**config.mk**
```make
export PLATFORM = sky130hd
export DESIGN_NAME = cbo_top
export DESIGN_NICKNAME = d
export VERILOG_FILES = /design/src/design/cbo_pkg.sv /design/src/design/cbo_top.sv
export SDC_FILE = /design/constraint.sdc
export NUM_CORES = 1
export LEC_CHECK = 0
export ABC_AREA = 1
export BUFFER_PORTS_ARGS = -buffer_cell sky130_fd_sc_hd__buf_2
export CELL_PAD_IN_SITES_DETAIL_PLACEMENT = 0
export CELL_PAD_IN_SITES_GLOBAL_PLACEMENT = 1
export CORE_MARGIN = 5
export CORE_UTILIZATION = 46
export CTS_CLUSTER_DIAMETER = 80
export DETAILED_ROUTE_END_ITERATION = 6
export GPL_TIMING_DRIVEN = 0
export HOLD_SLACK_MARGIN = 0.15
export PLACE_DENSITY_LB_ADDON = 0.1
export SETUP_SLACK_MARGIN = 0.05
export SLEW_MARGIN = 20
export SYNTH_ARGS = -nofsm -noshare
export SYNTH_HDL_FRONTEND = slang
export SYNTH_SLANG_ARGS = --single-unit
```
**constraint.sdc**
```tcl
create_clock -name mclk_i -period 2.7 [get_ports mclk_i]
set_clock_uncertainty 0.05 [all_clocks]
set_input_delay 0.135 -clock mclk_i [delete_from_list [all_inputs] [get_ports mclk_i]]
set_output_delay 0.135 -clock mclk_i [all_outputs]
set_load 0.02 [all_outputs]
```
**src/design/cbo_pkg.sv**
```systemverilog
// Overview of operation
// - Auto-disable plus signal loss forces outputs low.
// - Auto-disable bit resets to enabled.
// - Auto-disable off: outputs follow static input.
// - Sticky loss flag, cleared by writing one.
// - Live loss bit shows unlatched detector state.
// - Configuration bit switches input 50 ohm terminations.
// - Coupling bit: AC turns input bias on.
// - Read-only vendor, device and revision identifiers.
// - Power-good low means power-down; high runs.
// - Block read returns byte-counter number of bytes.
// - Swing code spans 600 to 975 mV.
// - One register enable bit per clock output.
// - Mask bit set: sideband cannot touch output.
// - Read-only bits show each enable pin level.
// - Four-bit slew codes, 0x0 fastest, 0xF slowest.
// - Per-output selector picks option, resets to second.
// - Slew options reset to 0x0, 0x6, 0xA, 0xF.
// - Low on active-low enable pin allows output.
// - Slew pin low slow, high fast.
// - Sideband active only if strap high at power-up.
// - Eight shifted bits move to enables on latch.
// - Status bit reports sideband mode at power-up.
// - Sideband mode: four shared enable pins ignored.
// - Two three-level straps select nine SMBus addresses.
// - Loss status pin low while loss detected.
package cbo_pkg;
  localparam int        NOUT         = 8;
  localparam logic [7:0] REG_INCFG   = 8'h00;
  localparam logic [7:0] REG_OUTEN   = 8'h01;
  localparam logic [7:0] REG_MASK    = 8'h02;
  localparam logic [7:0] REG_OEPIN   = 8'h03;
  localparam logic [7:0] REG_SWING   = 8'h04;
  localparam logic [7:0] REG_SLEW12  = 8'h05;
  localparam logic [7:0] REG_SLEW34  = 8'h06;
  localparam logic [7:0] REG_SEL_LO  = 8'h07;
  localparam logic [7:0] REG_SEL_HI  = 8'h08;
  localparam logic [7:0] REG_VENDOR  = 8'h09;
  localparam logic [7:0] REG_DEVICE  = 8'h0A;
  localparam logic [7:0] REG_REV     = 8'h0B;
  localparam logic [7:0] REG_BCNT    = 8'h0C;
  localparam int        CFG_TERM     = 0;
  localparam int        CFG_AC       = 1;
  localparam int        CFG_AOD      = 2;
  localparam int        CFG_LOSEV    = 3;
  localparam int        CFG_LOSLIVE  = 4;
  localparam int        CFG_SBMODE   = 5;
  localparam logic       RST_AOD     = 1'b1;
  localparam logic [7:0] RST_OUTEN   = 8'hFF;
  localparam logic [3:0] RST_SWING   = 4'h8;
  localparam logic [3:0] RST_OPT1    = 4'h0;
  localparam logic [3:0] RST_OPT2    = 4'h6;
  localparam logic [3:0] RST_OPT3    = 4'hA;
  localparam logic [3:0] RST_OPT4    = 4'hF;
  localparam logic [1:0] RST_SEL     = 2'h1;
  localparam logic [7:0] RST_BCNT    = 8'h0D;
  localparam logic [7:0] RST_SIDEBAND_STRAP    = 8'hFF;
  localparam logic [7:0] IDLE_BYTE   = 8'hFF;
  localparam logic [1:0] SLOW_OPT    = 2'h2;
  localparam logic [7:0] SB_SHARED_OE = 8'h36;
  localparam logic [1:0] INIT_CYCLES = 2'h3;
  localparam logic [2:0] LAST_BIT    = 3'h7;
  // Strap index is high*3+low, each strap 0 low, 1 mid, 2 high.
  localparam logic [8:0][6:0] SMB_ADDR_TBL = {7'h67, 7'h66, 7'h65, 7'h63, 7'h62, 7'h61,
                                             7'h6F, 7'h6D, 7'h6C};
  typedef enum logic [2:0] {
    SMB_IDLE, SMB_RX, SMB_ACK, SMB_ACKHOLD, SMB_TX, SMB_RACK, SMB_RNEXT
  } cbo_smb_e;
  typedef enum logic [1:0] {PH_ADDR, PH_CMD, PH_COUNT, PH_DATA} cbo_ph_e;
  typedef struct packed {
    logic       scl;
    logic       sda;
    logic       clk;
    logic       input_signal_loss;
    logic       sbclk;
    logic       sbdat;
    logic       sblat_n;
    logic       pwrgd;
    logic       slew;
    logic [7:0] oe_n;
    logic       sbstrap;
    logic [1:0] astr_lo;
    logic [1:0] astr_hi;
  } cbo_pins_s;
  typedef struct packed {
    cbo_pins_s       s1;
    cbo_pins_s       s2;
    logic            scl_p;
    logic            sda_p;
    logic            sbclk_p;
    logic            lat_p;
    logic            los_p;
    logic [1:0]      init_cnt;
    logic            strap_done;
    logic            sb_mode;
    logic [6:0]      addr;
    cbo_smb_e        st;
    cbo_ph_e         ph;
    logic [2:0]      bcnt;
    logic [7:0]      sh;
    logic            rw;
    logic [7:0]      ptr;
    logic [7:0]      rleft;
    logic            rfirst;
    logic            sda_oe;
    logic            term;
    logic            acb;
    logic            auto_output_disable;
    logic            los_ev;
    logic [7:0]      out_en_reg;
    logic [7:0]      mask;
    logic [3:0]      swing;
    logic [3:0][3:0] opt;
    logic [7:0][1:0] sel;
    logic [7:0]      bcnt_reg;
    logic [7:0]      sb_sh;
    logic [7:0]      sb_en;
    logic            sb_out;
    logic [7:0]      gate;
    logic [7:0]      clk_out;
    logic [31:0]     slew;
    logic            los_n;
    logic            pd;
  } cbo_state_s;
endpackage

```
**src/design/cbo_top.sv**
```systemverilog
module cbo_top
  import cbo_pkg::*;
#(
  parameter logic [7:0] VENDOR_ID = 8'h5A,  // Arbitrary value.
  parameter logic [7:0] DEVICE_ID = 8'h3C,  // Arbitrary value.
  parameter logic [7:0] REV_ID    = 8'h01   // Arbitrary value.
) (
  input  wire logic        mclk_i,
  input  wire logic        rstn_i,
  input  wire logic        smb_scl_i,
  input  wire logic        smb_sda_i,
  output logic             smb_sda_o,
  output logic             smb_sda_oe_o,
  input  wire logic        ref_clk_i,
  input  wire logic        input_signal_loss_i,
  input  wire logic        powergood_powerdown_n_i,
  input  wire logic        edge_speed_select_pin_i,
  input  wire logic [7:0]  oe_n_i,
  input  wire logic        sideband_strap_i,
  input  wire logic [1:0]  addr_strap_low_i,
  input  wire logic [1:0]  addr_strap_high_i,
  input  wire logic        sideband_serial_port_clk_i,
  input  wire logic        sideband_serial_port_data_i,
  input  wire logic        shift_latch_n_i,
  output logic             sideband_serial_port_out_o,
  output logic [7:0]       clk_o,
  output logic             signal_loss_flag_n_o,
  output logic             power_down_o,
  output logic             term_en_o,
  output logic             ac_bias_o,
  output logic [3:0]       differential_swing_o,
  output logic [31:0]      edge_speed_option_o
);

  cbo_state_s q;
  cbo_state_s d;
  cbo_pins_s  pin_in;
  logic       los_clr;

  assign pin_in = '{scl: smb_scl_i, sda: smb_sda_i, clk: ref_clk_i,
                    input_signal_loss: input_signal_loss_i, sbclk: sideband_serial_port_clk_i,
                    sbdat: sideband_serial_port_data_i, sblat_n: shift_latch_n_i,
                    pwrgd: powergood_powerdown_n_i, slew: edge_speed_select_pin_i,
                    oe_n: oe_n_i, sbstrap: sideband_strap_i,
                    astr_lo: addr_strap_low_i, astr_hi: addr_strap_high_i};

  // A strap left floating above the high level is read as high.
  function automatic logic [6:0] strap_addr(input logic [1:0] hi, input logic [1:0] lo);
    logic [3:0] h;
    logic [3:0] l;
    h = (hi > 2'h2) ? 4'h2 : {2'h0, hi};
    l = (lo > 2'h2) ? 4'h2 : {2'h0, lo};
    return SMB_ADDR_TBL[4'(h * 4'h3 + l)];
  endfunction

  function automatic logic [7:0] reg_read(input cbo_state_s s, input logic [7:0] idx);
    logic [7:0] v;
    v = 8'h00;
    case (idx)
      REG_INCFG: begin
        v[CFG_TERM]    = s.term;
        v[CFG_AC]      = s.acb;
        v[CFG_AOD]     = s.auto_output_disable;
        v[CFG_LOSEV]   = s.los_ev;
        v[CFG_LOSLIVE] = s.s2.input_signal_loss;
        v[CFG_SBMODE]  = s.sb_mode;
      end
      REG_OUTEN:  v = s.out_en_reg;
      REG_MASK:   v = s.mask;
      REG_OEPIN:  v = s.s2.oe_n;
      REG_SWING:  v = {4'h0, s.swing};
      REG_SLEW12: v = {s.opt[1], s.opt[0]};
      REG_SLEW34: v = {s.opt[3], s.opt[2]};
      REG_SEL_LO: v = s.sel[3:0];
      REG_SEL_HI: v = s.sel[7:4];
      REG_VENDOR: v = VENDOR_ID;
      REG_DEVICE: v = DEVICE_ID;
      REG_REV:    v = REV_ID;
      REG_BCNT:   v = s.bcnt_reg;
      default:    v = 8'h00;
    endcase
    return v;
  endfunction

  function automatic cbo_state_s reg_write(input cbo_state_s s, input logic [7:0] idx,
                                           input logic [7:0] v);
    cbo_state_s r;
    r = s;
    case (idx)
      REG_INCFG: begin
        r.term   = v[CFG_TERM];
        r.acb    = v[CFG_AC];
        r.auto_output_disable    = v[CFG_AOD];
        r.los_ev = s.los_ev & ~v[CFG_LOSEV];
      end
      REG_OUTEN:  r.out_en_reg = v;
      REG_MASK:   r.mask = v;
      REG_SWING:  r.swing = v[3:0];
      REG_SLEW12: r.opt[1:0] = v;
      REG_SLEW34: r.opt[3:2] = v;
      REG_SEL_LO: r.sel[3:0] = v;
      REG_SEL_HI: r.sel[7:4] = v;
      REG_BCNT:   r.bcnt_reg = v;
      default:    r = s;
    endcase
    return r;
  endfunction

  logic       scl_r;
  logic       scl_f;
  logic       smb_start;
  logic       smb_stop;
  logic       sb_shift;
  logic       sb_latch;
  logic       los_now;
  logic       force_off;
  logic [7:0] rx_byte;
  logic [7:0] tx_byte;
  logic [7:0] oe_ok;
  logic [7:0] sb_ok;
  logic [7:0] want;
  logic       do_load;

  always_comb begin
    d         = q;
    los_clr   = 1'b0;
    do_load   = 1'b0;
    tx_byte   = IDLE_BYTE;
    d.s1      = pin_in;
    d.s2      = q.s1;
    d.scl_p   = q.s2.scl;
    d.sda_p   = q.s2.sda;
    d.sbclk_p = q.s2.sbclk;
    d.lat_p   = q.s2.sblat_n;
    d.los_p   = q.s2.input_signal_loss;
    scl_r     = q.s2.scl & ~q.scl_p;
    scl_f     = ~q.s2.scl & q.scl_p;
    smb_start = q.s2.scl & q.scl_p & q.sda_p & ~q.s2.sda;
    smb_stop  = q.s2.scl & q.scl_p & ~q.sda_p & q.s2.sda;
    rx_byte   = {q.sh[6:0], q.s2.sda};

    // Straps are caught once, after the synchronisers have settled.
    if (!q.strap_done) begin
      if (q.init_cnt == INIT_CYCLES) begin
        d.strap_done = 1'b1;
        d.sb_mode    = q.s2.sbstrap;
        d.addr       = strap_addr(q.s2.astr_hi, q.s2.astr_lo);
      end else begin
        d.init_cnt = 2'(q.init_cnt + 2'h1);
      end
    end

    if (smb_start) begin
      d.st     = SMB_RX;
      d.ph     = PH_ADDR;
      d.bcnt   = 3'h0;
      d.sda_oe = 1'b0;
    end else if (smb_stop) begin
      d.st     = SMB_IDLE;
      d.sda_oe = 1'b0;
    end else begin
      case (q.st)
        SMB_RX: begin
          if (scl_r) begin
            d.sh   = rx_byte;
            d.bcnt = 3'(q.bcnt + 3'h1);
            if (q.bcnt == LAST_BIT) begin
              d.st = SMB_ACK;
              case (q.ph)
                PH_ADDR: begin
                  if (rx_byte[7:1] == q.addr && q.strap_done) begin
                    d.rw     = rx_byte[0];
                    d.ph     = PH_CMD;
                    d.rfirst = 1'b1;
                    d.rleft  = q.bcnt_reg;
                  end else begin
                    d.st = SMB_IDLE;
                  end
                end
                PH_CMD: begin
                  d.ptr = rx_byte;
                  d.ph  = PH_COUNT;
                end
                PH_COUNT: d.ph = PH_DATA;
                default: begin
                  d     = reg_write(d, q.ptr, rx_byte);
                  los_clr = (q.ptr == REG_INCFG) & rx_byte[CFG_LOSEV];
                  d.ptr = 8'(q.ptr + 8'h1);
                end
              endcase
            end
          end
        end
        SMB_ACK: begin
          if (scl_f) begin
            d.sda_oe = 1'b1;
            d.st     = SMB_ACKHOLD;
          end
        end
        SMB_ACKHOLD: begin
          if (scl_f) begin
            d.sda_oe = 1'b0;
            if (q.rw) begin
              do_load = 1'b1;
            end else begin
              d.st   = SMB_RX;
              d.bcnt = 3'h0;
            end
          end
        end
        SMB_TX: begin
          if (scl_r) begin
            d.bcnt = 3'(q.bcnt + 3'h1);
            if (q.bcnt == LAST_BIT) begin
              d.st = SMB_RACK;
            end
          end else if (scl_f) begin
            d.sh     = {q.sh[6:0], 1'b0};
            d.sda_oe = ~q.sh[6];
          end
        end
        SMB_RACK: begin
          if (scl_f) begin
            d.sda_oe = 1'b0;
          end else if (scl_r) begin
            d.st = q.s2.sda ? SMB_IDLE : SMB_RNEXT;
          end
        end
        SMB_RNEXT: begin
          if (scl_f) begin
            do_load = 1'b1;
          end
        end
        default: d.st = SMB_IDLE;
      endcase
    end

    // Block read: the count byte leads, then that many registers, then filler.
    if (do_load) begin
      if (q.rfirst) begin
        tx_byte = q.bcnt_reg;
      end else if (q.rleft != 8'h00) begin
        tx_byte = reg_read(q, q.ptr);
        d.ptr   = 8'(q.ptr + 8'h1);
        d.rleft = 8'(q.rleft - 8'h1);
      end
      d.rfirst = 1'b0;
      d.sh     = tx_byte;
      d.sda_oe = ~tx_byte[7];
      d.bcnt   = 3'h0;
      d.st     = SMB_TX;
    end

    // A loss edge in the same cycle as its clear keeps the flag set.
    if (q.s2.input_signal_loss & ~q.los_p) begin
      d.los_ev = 1'b1;
    end

    // Sideband shift and latch run only when the strap was high at power-up.
    sb_shift = q.sb_mode & q.s2.sbclk & ~q.sbclk_p;
    sb_latch = q.sb_mode & q.lat_p & ~q.s2.sblat_n;
    if (sb_shift) begin
      d.sb_sh  = {q.sb_sh[6:0], q.s2.sbdat};
      d.sb_out = q.sb_sh[7];
    end
    if (sb_latch) begin
      d.sb_en = q.sb_sh;
    end

    los_now   = q.s2.input_signal_loss;
    force_off = (q.auto_output_disable & los_now) | ~q.s2.pwrgd;
    oe_ok     = ~q.s2.oe_n | (q.sb_mode ? SB_SHARED_OE : 8'h00);
    sb_ok     = q.mask | ~{NOUT{q.sb_mode}} | q.sb_en;
    want      = oe_ok & q.out_en_reg & sb_ok;
    // A lost or powered-down input may sit high, so forcing off cannot wait.
    if (force_off) begin
      d.gate = 8'h00;
    end else if (!q.s2.clk) begin
      d.gate = want;
    end
    // With auto-disable off a static input still passes straight through.
    d.clk_out = {NOUT{q.s2.clk}} & q.gate;
    for (int i = 0; i < NOUT; i++) begin
      d.slew[i*4 +: 4] = q.s2.slew ? q.opt[q.sel[i]] : q.opt[SLOW_OPT];
    end
    d.los_n = ~los_now;
    d.pd    = ~q.s2.pwrgd;
  end

  always_ff @(posedge mclk_i or negedge rstn_i) begin
    if (!rstn_i) begin
      q            <= '0;
      q.auto_output_disable        <= RST_AOD;
      q.out_en_reg <= RST_OUTEN;
      q.swing      <= RST_SWING;
      q.opt        <= {RST_OPT4, RST_OPT3, RST_OPT2, RST_OPT1};
      q.sel        <= {NOUT{RST_SEL}};
      q.bcnt_reg   <= RST_BCNT;
      q.sb_en      <= RST_SIDEBAND_STRAP;
      q.los_n      <= 1'b1;
      q.pd         <= 1'b1;
    end else begin
      q <= d;
    end
  end

  assign smb_sda_o                  = 1'b0;
  assign smb_sda_oe_o               = q.sda_oe;
  assign sideband_serial_port_out_o = q.sb_out;
  assign clk_o                      = q.clk_out;
  assign signal_loss_flag_n_o       = q.los_n;
  assign power_down_o               = q.pd;
  assign term_en_o                  = q.term;
  assign ac_bias_o                  = q.acb;
  assign differential_swing_o       = q.swing;
  assign edge_speed_option_o        = q.slew;

  a_aod_forces_low: assert property (@(posedge mclk_i) disable iff (!rstn_i)
    (q.auto_output_disable && q.s2.input_signal_loss) |=> ##1 (clk_o == 8'h00))
    else $error("outputs not low after loss with auto-disable on");
  a_aod_reset_on: assert property (@(posedge mclk_i) disable iff (!rstn_i)
    $rose(rstn_i) |-> q.auto_output_disable)
    else $error("auto-disable not enabled out of reset");
  a_follow_static: assert property (@(posedge mclk_i) disable iff (!rstn_i)
    (!q.auto_output_disable && q.s2.pwrgd && q.gate == 8'hFF) |=> (clk_o == {8{$past(q.s2.clk)}}))
    else $error("outputs do not follow input with auto-disable off");
  a_los_sticky: assert property (@(posedge mclk_i) disable iff (!rstn_i)
    (q.los_ev && !los_clr) |=> q.los_ev)
    else $error("loss flag dropped without a clear");
  a_los_pin: assert property (@(posedge mclk_i) disable iff (!rstn_i)
    $rose(q.s2.input_signal_loss) |=> ##[0:1] !signal_loss_flag_n_o)
    else $error("loss status pin not low during loss");
  a_pd_outputs: assert property (@(posedge mclk_i) disable iff (!rstn_i)
    (!q.s2.pwrgd) |=> (power_down_o && q.gate == 8'h00) ##1 (clk_o == 8'h00))
    else $error("power-down did not stop outputs");
  a_sb_latch: assert property (@(posedge mclk_i) disable iff (!rstn_i)
    (q.sb_mode && q.lat_p && !q.s2.sblat_n) |=> (q.sb_en == $past(q.sb_sh)))
    else $error("latch pulse did not load sideband enables");
  a_sb_inactive: assert property (@(posedge mclk_i) disable iff (!rstn_i)
    (!q.sb_mode && q.strap_done) |=> $stable(q.sb_en) && $stable(q.sb_sh))
    else $error("sideband changed while not in sideband mode");
  a_slew_slow_pin: assert property (@(posedge mclk_i) disable iff (!rstn_i)
    (!q.s2.slew) |=> (edge_speed_option_o[3:0] == $past(q.opt[2])))
    else $error("slow pin did not select slow option");
  a_gate_clk_low: assert property (@(posedge mclk_i) disable iff (!rstn_i)
    ($rose(q.gate[0]) || ($fell(q.gate[0]) && !$past(force_off))) |-> !$past(q.s2.clk))
    else $error("output gate changed while clock high");
  c_los_event: cover property (@(posedge mclk_i) disable iff (!rstn_i)
    $rose(q.los_ev));
  c_block_read: cover property (@(posedge mclk_i) disable iff (!rstn_i)
    (q.st == SMB_TX) ##1 (q.st == SMB_RACK));
  c_sb_latch: cover property (@(posedge mclk_i) disable iff (!rstn_i)
    q.sb_mode && $changed(q.sb_en));
  c_follow_no_aod: cover property (@(posedge mclk_i) disable iff (!rstn_i)
    !q.auto_output_disable && q.s2.input_signal_loss && (clk_o != 8'h00));
  c_mask_kept: cover property (@(posedge mclk_i) disable iff (!rstn_i)
    q.sb_mode && (q.mask != 8'h00) && $changed(q.sb_en));
  a_los_sets_flag: assert property (@(posedge mclk_i) disable iff (!rstn_i)
    $rose(q.s2.input_signal_loss) |=> q.los_ev)
    else $error("loss edge did not set the sticky flag");
  // A clear that meets a fresh loss edge must lose, so only a quiet cycle is checked here.
  a_los_clear: assert property (@(posedge mclk_i) disable iff (!rstn_i)
    (q.los_ev && los_clr && !(q.s2.input_signal_loss && !q.los_p)) |=> !q.los_ev)
    else $error("write of one did not clear the loss flag");
  a_loss_pin_high: assert property (@(posedge mclk_i) disable iff (!rstn_i)
    !q.s2.input_signal_loss |=> signal_loss_flag_n_o)
    else $error("loss status pin low without loss");
  a_power_pin: assert property (@(posedge mclk_i) disable iff (!rstn_i)
    q.s2.pwrgd |=> !power_down_o)
    else $error("power-down shown while power is good");
  a_slew_fast_pin: assert property (@(posedge mclk_i) disable iff (!rstn_i)
    q.s2.slew |=> (edge_speed_option_o[3:0] == $past(q.opt[q.sel[0]])))
    else $error("fast pin did not select the chosen option");
  a_strap_once: assert property (@(posedge mclk_i) disable iff (!rstn_i)
    q.strap_done |=> $stable(q.sb_mode) && $stable(q.addr))
    else $error("strap state changed after it was caught");
endmodule

```
# Yosys cells after proc, flatten, opt, wreduce, memory -nomap -nowiden
# Memories as Yosys holds them, arrays and structs flattened.
# Index checks and enable logic that the tools add are counted.
dict set report classes {
  n_mul 1
  n_addsub 5
  n_bitwise 38
  n_eq_ne 53
  reduce_logical 40
  mux 107
  n_lt_le_gt_ge 11
}
# cell count
set op_table {}
lappend op_table {{$mux W128} 3}
lappend op_table {{$mux W166} 2}
lappend op_table {{$mux W8} 17}
lappend op_table {{$mux W131} 1}
lappend op_table {{$reduce_and A7 Y1} 12}
lappend op_table {{$pmux W6 S13} 1}
lappend op_table {{$mux W4} 18}
lappend op_table {{$bmux W4 S2} 8}
lappend op_table {{$mux W60} 1}
lappend op_table {{$ne A5 B5 Y1 const B} 11}
lappend op_table {{$mux W3} 14}
lappend op_table {{$eq A8 B4 Y1 const B} 5}
lappend op_table {{$mux W18} 2}
lappend op_table {{$eq A8 B3 Y1 const B} 4}
lappend op_table {{$mux W16} 2}
lappend op_table {{$pmux W8 S2} 2}
lappend op_table {{$mux W31} 1}
lappend op_table {{$mux W9} 3}
lappend op_table {{$mux W26} 1}
lappend op_table {{$and A8 B8 Y8} 3}
lappend op_table {{$lt A2 B3 Y1 const B} 8}
lappend op_table {{$ne A4 B4 Y1 const B} 6}
lappend op_table {{$reduce_and A6 Y1} 4}
lappend op_table {{$reduce_bool A2 Y1} 12}
lappend op_table {{other kinds (49)} 114}
dict set report totals {
  mem_bits_ro 112
  elab_cells 328
  reg_bits 225
  in_bits 24
  mem_count 1
}
# memory depth width rd rd_ports_with_merged_regs wr line_no
set mem_list {}
lappend mem_list {{(name not given)} 16 7 1 0 0 cbo_top.sv:53} ;# return SMB_ADDR_TBL[4'(h * 4'h3 + l)];

# Longest topological paths before layout
# Gate-level depths: netlist (run 1).
dict set report logic_depth {
  word_depth 12
  mapped_depth 12
  ltp_nobuf 11
}

# Least setup slack after synthesis (run 1)
# No wires, ideal clock.
dict set report synth_timing {
  kind {register -> register}
  startpoint {register q[183] (netlist name)}
  endpoint {register q[168] (netlist name)}
  synth_period_minus_slack_ps 2128
  arrival_time_ps 1941
  required_time_ps 2513
  n_path_buf 0
  slack_ps 572
  stages_incl_launch_ff 8
  path_cell_list {dfrtp_1 > or2_2 > ha_1 > ha_1 > fa_1 > nor2_1 > a21oi_1 > a22oi_1}
}
dict set report synth_via {
  elab_chain_len 9
}
# element line_no
set synth_lines {}
lappend synth_lines {{start, declared} cbo_top.sv:35} ;# cbo_state_s q;
lappend synth_lines {{$gt A2 B2 Y1} cbo_top.sv:51} ;# h = (hi > 2'h2) ? 4'h2 : {2'h0, hi};
lappend synth_lines {{$mux W2 *} cbo_top.sv:51}
lappend synth_lines {{$mul A2 B2 Y4 *} cbo_top.sv:53}
lappend synth_lines {{$add A4 B2 Y4 *} cbo_top.sv:53}
lappend synth_lines {{$mem_v2 Z16 W7 *} -}
lappend synth_lines {{$mux W7 (not written as such) *} cbo_top.sv:53}
lappend synth_lines {{$mux W9 *} cbo_top.sv:144} ;# if (q.init_cnt == INIT_CYCLES) begin
lappend synth_lines {{$mux W11 *} cbo_top.sv:143} ;# if (!q.strap_done) begin
lappend synth_lines {{$mux W60 *} cbo_top.sv:153} ;# if (smb_start) begin
# Mark *: on every way between the ends. The rest lies on a longest branch, timed or not. The select of a mux whose other input is x is not followed.
# A chain may end at the register's enable or synchronous reset.

# Worst setup path after layout (run 1)
# Ends and elaborated chain as after synthesis.

==> results of run 1 <==
==> area by class of cell <==
| class | count | share of cell area |
|---|---|---|
| well taps | 324 | 0.0310 |
| repair buffers | 100 | 0.0528 |
| inverters | 119 | 0.0344 |
| flip-flops and latches | 223 | 0.431 |
| multi-input cells | 913 | 0.345 |
| clock inverters | 8 | 0.00459 |
| clock buffers | 38 | 0.0577 |
| plain buffers | 95 | 0.0434 |
==> state kept, by name, indices dropped and copies added, names as in the netlist <==
| signal | flops |
|---|---|
| term_en_o | 1 |
| signal_loss_flag_n_o | 1 |
| power_down_o | 1 |
| clk_o | 8 |
| q | 172 |
| smb_sda_oe_o | 1 |
| sideband_serial_port_out_o | 1 |
| los_now | 1 |
| ac_bias_o | 1 |
| edge_speed_option_o | 32 |
| differential_swing_o | 4 |
==> power by group <==
part           switching [mW]  total (mW)  leakage (nW)  internal [mW]
combinational           0.408       0.564          3.40          0.156
clock                    1.40        3.34         0.401           1.93
sequential             0.0933        3.60          2.79           3.50
total                    1.90        7.50          6.59           5.59
==> metal layers <==
layer,wire length [µm],track usage
met3,1710,0.0300
met5,0,0
met4,974,0.0674
met1,13700,0.310
met2,15000,0.381
==> per-stage QoR <==
step / power, mW / utilization / setup TNS, ps
floorplan: 3.90 / - / 0
global placement: 4.17 / 0.495 / -480560
detailed placement: 4.19 / 0.498 / 0
CTS: 7.58 / 0.542 / 0
global route: 7.82 / 0.542 / 0
finish: 7.50 / 0.542 / 0
==> logic make-up (layout without fill, tap and decap cells) <==
kind of cell / count (synthesis) / in the layout
and+or+nand+nor: 626 / 626
AOI/OAI and AO/OA: 255 / 255
DFF: 223 / 223
buffers and inverters: 214 / 360
adders and majority gates: 22 / 22
xor gates and xnor gates: 9 / 9
other: 1 / 1
==> worst min-delay path by stage <==
stage | start | to | slack [ps] | cells after the start
after CTS | addr_strap_high_i[1] | q[205] | 160 | 2
after detailed placement | rstn_i | edge_speed_option_o[20] | -10 | 1
after floorplan | rstn_i | ac_bias_o | -210 | 0
final | powergood_powerdown_n_i | q[218] | 190 | 2
after global placement | oe_n_i[4] | q[213] | 190 | 1
after global routing | oe_n_i[3] | q[212] | 180 | 2
==> Yosys cell counts, types with 2 or more instances <==
library cell / number / area share
nand3_2: 2 / 0.0018
nor2_2: 11 / 0.0062
or2_2: 2 / 0.0011
nand4_1: 17 / 0.0095
or3_1: 4 / 0.0022
o21ai_1: 51 / 0.023
inv_2: 10 / 0.0034
dfstp_2: 39 / 0.092
o21ai_2: 8 / 0.0063
ha_1: 21 / 0.024
buf_4: 47 / 0.032
xor2_1: 8 / 0.0063
o22ai_1: 8 / 0.0045
nor2_4: 4 / 0.0040
nand2_1: 346 / 0.12
nand2_2: 7 / 0.0039
nand3_4: 2 / 0.0031
nand2_4: 7 / 0.0071
a31oi_1: 2 / 0.0011
buf_6: 3 / 0.0030
buf_1: 3 / 0.0010
clkbuf_1: 32 / 0.011
nor2_8: 2 / 0.0036
o21ai_0: 92 / 0.041
buf_2: 10 / 0.0045
o211ai_1: 2 / 0.0013
inv_1: 108 / 0.036
a21oi_1: 82 / 0.037
o311ai_0: 4 / 0.0031
nor3_1: 12 / 0.0054
nor2_1: 78 / 0.026
a22oi_1: 2 / 0.0013
dfrtp_1: 184 / 0.41
nand3_1: 130 / 0.058
==> placed cells by master, fill, tap and decap left out, drive strengths merged, types with 4 or more instances in the layout <==
cell type and count:
nand4 17, nand3 134, ha 21, or3 4, nor3 13, nand2 360, dlygate4sd3 24, o311ai 4
o22ai 8, dfstp 39, clkbuf 70, o21ai 151, buf 139, clkinv 5, dfrtp 184, inv 120
nor2 95, a21oi 83, xor2 8
==> worst max-delay path, cell delays in order, from the launching register on <==
cell and delay (ps):
dfrtp_1 390, or2_2 300, ha_1 290, ha_1 210
fa_1 600, nor2_1 90, a21oi_1 130, a22oi_1 80
==> summary.md, run 1 <==
| Metric | Value |
|---|---|
| CTS tree | `done` |
| Simple-Gate Fraction of Synth Area | `0.250` |
| Cell total after placement | `1,749` |
| Final net count | `1,523` |
| Post-Route WL | `31.5 mm` |
| IO buf count | `73` |
| Average routed wire per standard cell | `17.3 µm` |
| Fin crit share | `0.844` |
| DIE AREA | `27,500 µm²` |
| Total GRT Usage | `0.227` |
| TritonCTS buffer count | `25` |
| Clock Tree Buf Depth | `3` |
| Post-route setup slack | `422 ps` |
| Mean Syn Cell Area | `8.27 µm²` |
| Max-cap violations | `0` |
| DR vias/cell | `5.18` |
| IO Count | `75` |
| Die W | `166 µm` |
| Critical Path End | `q[168]` |
| Area of the multi-input gates | `4520 µm²` |
| H-tree depth | `1` |
| Die Height | `166 µm` |
| Layout Cells excl Fill | `1,820` |
| Critical path arrival | `2640 ps` |
| Post-CTS Hold Buffers | `25` |
| Status | `completed` |
| Synth Instances | `1,350` |
| Global placer's final weighted congestion | `0.915` |
| Top_reg_cell synth | `dfrtp_1` |
| Pre-CTS setup slack | `421 ps` |
| EDFF count, synth | `0` |
| Post-layout min period | `2280 ps` |
| Global-route wire length before repair | `50.7 mm` |
| Final Hold Viols | `0` |
| CTS clock-pin slew for the worst setup and hold paths | `60 ps` |
| Fill count | `2,338` |
| Mapped cell area | `11,200 µm²` |
| Vias in the first global route | `9,226` |
| Post-DP HPWL | `21.8 mm` |
| Crit-path max FO | `6` |
| Seq cells post-synth | `223` |
| Yosys Warn Count | `0` |
| Worst Hold Class | `input port to flip-flop` |
| Largest net degree at the start of global routing | `95` |
| Seq/Total Area, Yosys | `0.504` |
| Post_cts resized | `0` |
| RR Endpoint | `q[168]` |
| GR Overflow Total | `0` |
| Critical Setup Path Class | `flip-flop to flip-flop` |
| # setup viols final | `0` |
| RSZ-0062 raised after global routing | `false` |
| Sink Count | `223` |
| Initial antenna violation count | `0` |
| Peak Freq | `0.439 GHz` |
| WP data required | `3060 ps` |
| Post-DP Area | `12,000 µm²` |
| Share of cells above drive strength 1 | `0.183` |
| Synth Area in Compound Gates | `0.121` |
| Post-route cell area | `13,100 µm²` |
| Initial Util | `0.463` |
| Core area | `24,100 µm²` |
| Pwr/cell area | `574 nW/µm²` |
| WHS | `187 ps` |
| Number of DRC markers in iteration 0 | `780` |
| Clock Tree Root | `clkbuf_16` |
| Site row count | `57` |
| Crit path launch | `q[183]` |
| Relative slew slack | `0.392` |
| Later-pin clock latency in the skew report | `550 ps` |
| Slew @ Worst Pin | `912 ps` |
| Crit. End Element | `flip-flop` |
| Main combinational cell family by area after synthesis | `simple AND/OR/NAND/NOR gates` |
| R2R depth | `7` |
| Reg2Reg Launch Point | `q[183]` |
| Maximum resistive drop on vdd | `0.477 mV` |
| CP Launch Type | `flip-flop` |
| Number of nets with antenna violations after routing | `0` |
| Leakage power total | `6.59 nW` |
| Max-slew violation count | `0` |
| Ant. Diodes | `0` |
| Library cells used by synthesis | `44` |
| Sequential cell area | `5630 µm²` |
| Async SR Flop Fraction | `1.00` |
| Via count | `9,428` |
| Worst reg-to-reg setup slack | `420 ps` |
| 1st-pass router iterations | `5` |
| Post-CTS setup buffers | `0` |
| DRC violations left | `0` |
| Xor and xnor fraction of the mapped netlist area | `0.00706` |
| Mux cell area share after synthesis | `0` |
| Syn nets | `1,396` |
| Adder-cell share of the synthesized area | `0.0253` |
| Synthesis-to-finish area growth | `17.1%` |
Power figures use the tool's default switching activity.
==> inputs of run 2 (changes only) <==
--- a/config.mk
+++ b/config.mk
@@ -5,12 +5,12 @@
 export SDC_FILE = /design/constraint.sdc
 export NUM_CORES = 1
 export LEC_CHECK = 0
-export ABC_AREA = 1
+export ABC_AREA = 0
 export BUFFER_PORTS_ARGS = -buffer_cell sky130_fd_sc_hd__buf_2
 export CELL_PAD_IN_SITES_DETAIL_PLACEMENT = 0
 export CELL_PAD_IN_SITES_GLOBAL_PLACEMENT = 1
 export CORE_MARGIN = 5
-export CORE_UTILIZATION = 46
+export CORE_UTILIZATION = 44
 export CTS_CLUSTER_DIAMETER = 80
 export DETAILED_ROUTE_END_ITERATION = 6
 export GPL_TIMING_DRIVEN = 0
==> constraint.sdc (replaced) <==
create_clock -name mclk_i -period 2 [get_ports mclk_i]
set_clock_uncertainty 0.05 [all_clocks]
set_input_delay 0.1 -clock mclk_i [delete_from_list [all_inputs] [get_ports mclk_i]]
set_output_delay 0.1 -clock mclk_i [all_outputs]
set_load 0.02 [all_outputs]
==> summary.md, run 2 <==
| Metric | Value |
|---|---|
| Status | `finished, violations left` |
| Violated checks | `DRC, setup timing` |
| Via count | `8,720` |
| CTS clock-pin slew for the worst setup and hold paths | `60 ps` |
| Most frequent cells after synthesis | `dfrtp_1, nand2_1, o21ai_0` |
| Max-slew violation count | `0` |
| Global-route wire length before repair | `50.3 mm` |
| Final Hold Viols | `0` |
| Synth Instances | `1,040` |
| TritonCTS buffer count | `25` |
| Seq cells post-synth | `223` |
| Most common cell in the synthesized netlist | `dfrtp_1` |
| Later-pin clock latency in the skew report | `550 ps` |
| Pre-CTS setup slack | `-528 ps` |
| Maximum resistive drop on vdd | `0.721 mV` |
| Yosys Warn Count | `0` |
| Pint | `9.14 mW` |
| Fin crit share | `1.06` |
| Yosys top cell area share | `0.403` |
| Synthesis-to-finish area growth | `29.7%` |
| Critical Setup Path Class | `flip-flop to flip-flop` |
| Xor and xnor fraction of the mapped netlist area | `0.00536` |
| Core area | `25,800 µm²` |
| WHS | `294 ps` |
| Overall Power | `12.0 mW` |
| Synth Area in Compound Gates | `0.149` |
| Max-cap violations | `0` |
| Synth area leaders | `dfrtp_1, dfstp_2, mux2_4` |
| GR Overflow Total | `0` |
| Site row count | `59` |
| Clock Tree Root | `clkbuf_16` |
| Async SR Flop Fraction | `1.00` |
| Seq/Total Area, Yosys | `0.492` |
| RSZ-0062 raised after global routing | `true` |
| Sink Count | `223` |
| CTS tree | `done` |
| Slew @ Worst Pin | `892 ps` |
| Reg with most FFs | `q` |
| Post-synth top area cell | `dfrtp_1` |
| Top_reg_cell synth | `dfrtp_1` |
| Number of nets with antenna violations after routing | `0` |
| Simple-Gate Fraction of Synth Area | `0.129` |
| Main combinational cell family by area after synthesis | `compound AO/OA/AOI/OAI gates` |
| Combinational Power Share | `0.120` |
| Clk pwr share | `0.461` |
| Worst Hold Class | `flip-flop to flip-flop` |
| Max reg flops | `172` |
| Average routed wire per standard cell | `20.4 µm` |
| EDFF count, synth | `0` |
| Share of cells above drive strength 1 | `0.377` |
| Initial Util | `0.442` |
| Die Height | `171 µm` |
| Worst reg-to-reg setup slack | `-130 ps` |
| Leakage power total | `6.48 nW` |
| Post-DP HPWL | `22.0 mm` |
| # setup viols final | `56` |
| Initial antenna violation count | `0` |
| Post-Route WL | `32.5 mm` |
| Sw Ratio | `0.240` |
| IO buf count | `73` |
| DR vias/cell | `5.49` |
| Total GRT Usage | `0.218` |
| DIE AREA | `29,300 µm²` |
| Syn nets | `1,086` |
| Largest net degree at the start of global routing | `94` |
| Number of DRC markers in iteration 0 | `716` |
| Most common cell after layout, fill and taps aside | `dfrtp_1` |
| H-tree depth | `1` |
| Crit. End Element | `flip-flop` |
| NetSw | `2.89 mW` |
| Clock Tree Buf Depth | `3` |
| Post-route setup slack | `-129 ps` |
| Vias in the first global route | `8,618` |
| Crit-path max FO | `5` |
| Global placer's final weighted congestion | `0.912` |
| Relative slew slack | `0.405` |
| Mapped cell area | `11,400 µm²` |
| Pwr/cell area | `811 nW/µm²` |
| Post-layout min period | `2130 ps` |
| WP data required | `2360 ps` |
| IO Count | `75` |
| Adder-cell share of the synthesized area | `0.0247` |
| Peak Freq | `0.470 GHz` |
| Most frequent cells in the layout | `dfrtp_1, buf_4, buf_2` |
| Mean Syn Cell Area | `11.0 µm²` |
| Mux cell area share after synthesis | `0.122` |
| Ant. Diodes | `0` |
| 1st-pass router iterations | `7` |
| CP Launch Type | `flip-flop` |
| Sequential share of power | `0.419` |
| Die W | `171 µm` |
| Critical path arrival | `2490 ps` |
| Final net count | `1,281` |
| Library cells used by synthesis | `83` |
| DRC violations left | `6` |
-- run 2: changes by cell type in the layout (fill, tap and decap cells not counted), moves of 34 or more --
cell,before,now
nor2_1,78,40
mux2_4,0,50
inv_1,108,35
buf_4,47,81
a21oi_1,82,18
o21ai_1,51,17
nand2_1,346,71
nand3_1,130,16
-- run 2: final cells by class --
class | instances | area [µm²]
fill | 2232 | 11000
sequential | 223 | 5640
multi-input combinational | 658 | 5390
timing repair buffer | 174 | 1410
buffer | 116 | 820
clock buffer | 33 | 726
tap | 335 | 419
clock inverter | 13 | 294
inverter | 37 | 139
-- run 2: metal layers --
layer  global-route usage  wire, µm  vias to the layer above
li1                     -         -                     4077
met1                0.299     14300                     4342
met2                0.371     16000                      247
met3               0.0271      1570                       54
met4               0.0558       706                        0
met5                    0         0                        -
-- run 2: final timing paths --
path	startpoint	endpoint	cells past startpoint
worst min-delay path	q[214]	q[192]	0
worst min register to register	q[214]	q[192]	0
worst max-delay path	q[159]	q[82]	9
min in group asynchronous	rstn_i	edge_speed_option_o[28]	3
max in group asynchronous	rstn_i	power_down_o	4
worst max register to register	q[159]	q[82]	9
-- run 2: cell families (layout without fill, tap and decap cells) --
| group | count (synthesis) | in the layout |
|---|---|---|
| other | 1 | 1 |
| xor gates and xnor gates | 7 | 7 |
| buffers and inverters | 159 | 373 |
| DFF | 223 | 223 |
| adders and majority gates | 22 | 22 |
| AOI/OAI and AO/OA | 246 | 246 |
| muxes | 114 | 114 |
| and+or+nand+nor | 268 | 268 |
-- run 2: critical path: stages, from the launching register on --
cell	delay (ps)
dfrtp_1	350
ha_2	200
ha_4	130
and3b_1	160
buf_6	110
and3_4	210
buf_8	120
and3_4	230
buf_12	140
mux2_4	290
-- run 2: through the flow --
step	TNS (ps)	utilization	instance area [µm²]	cells
after floorplan	-8.54	-	11500	1040
after global placement	-650840	0.476	12300	1448
after detailed placement	-12940	0.479	12400	1450
after CTS	-3380	0.559	14400	1575
after global routing	-7390	0.574	14800	1589
final	-2950	0.574	14800	1589
-- run 2: power groups by stage --
| stage | clock network [mW] | logic, mW | registers (mW) |
|---|---|---|---|
| floorplan | 0 | 0.799 | 5.06 |
| finish | 5.54 | 1.45 | 5.04 |
| detailed placement | 0 | 1.17 | 5.11 |
| global placement | 0 | 1.14 | 5.11 |
| CTS | 5.66 | 1.30 | 5.03 |
| global route | 5.84 | 1.58 | 5.08 |
-- run 2: timing repair --
item | CTS | global route
pin swaps | 27 | 28
hold buffers | 46 | 0
setup endpoints to repair | 86 | 106
gates cloned | 2 | 0
resized for setup | 89 | 95
buffers inserted | 36 | 17
hold endpoints to repair | 226 | 0
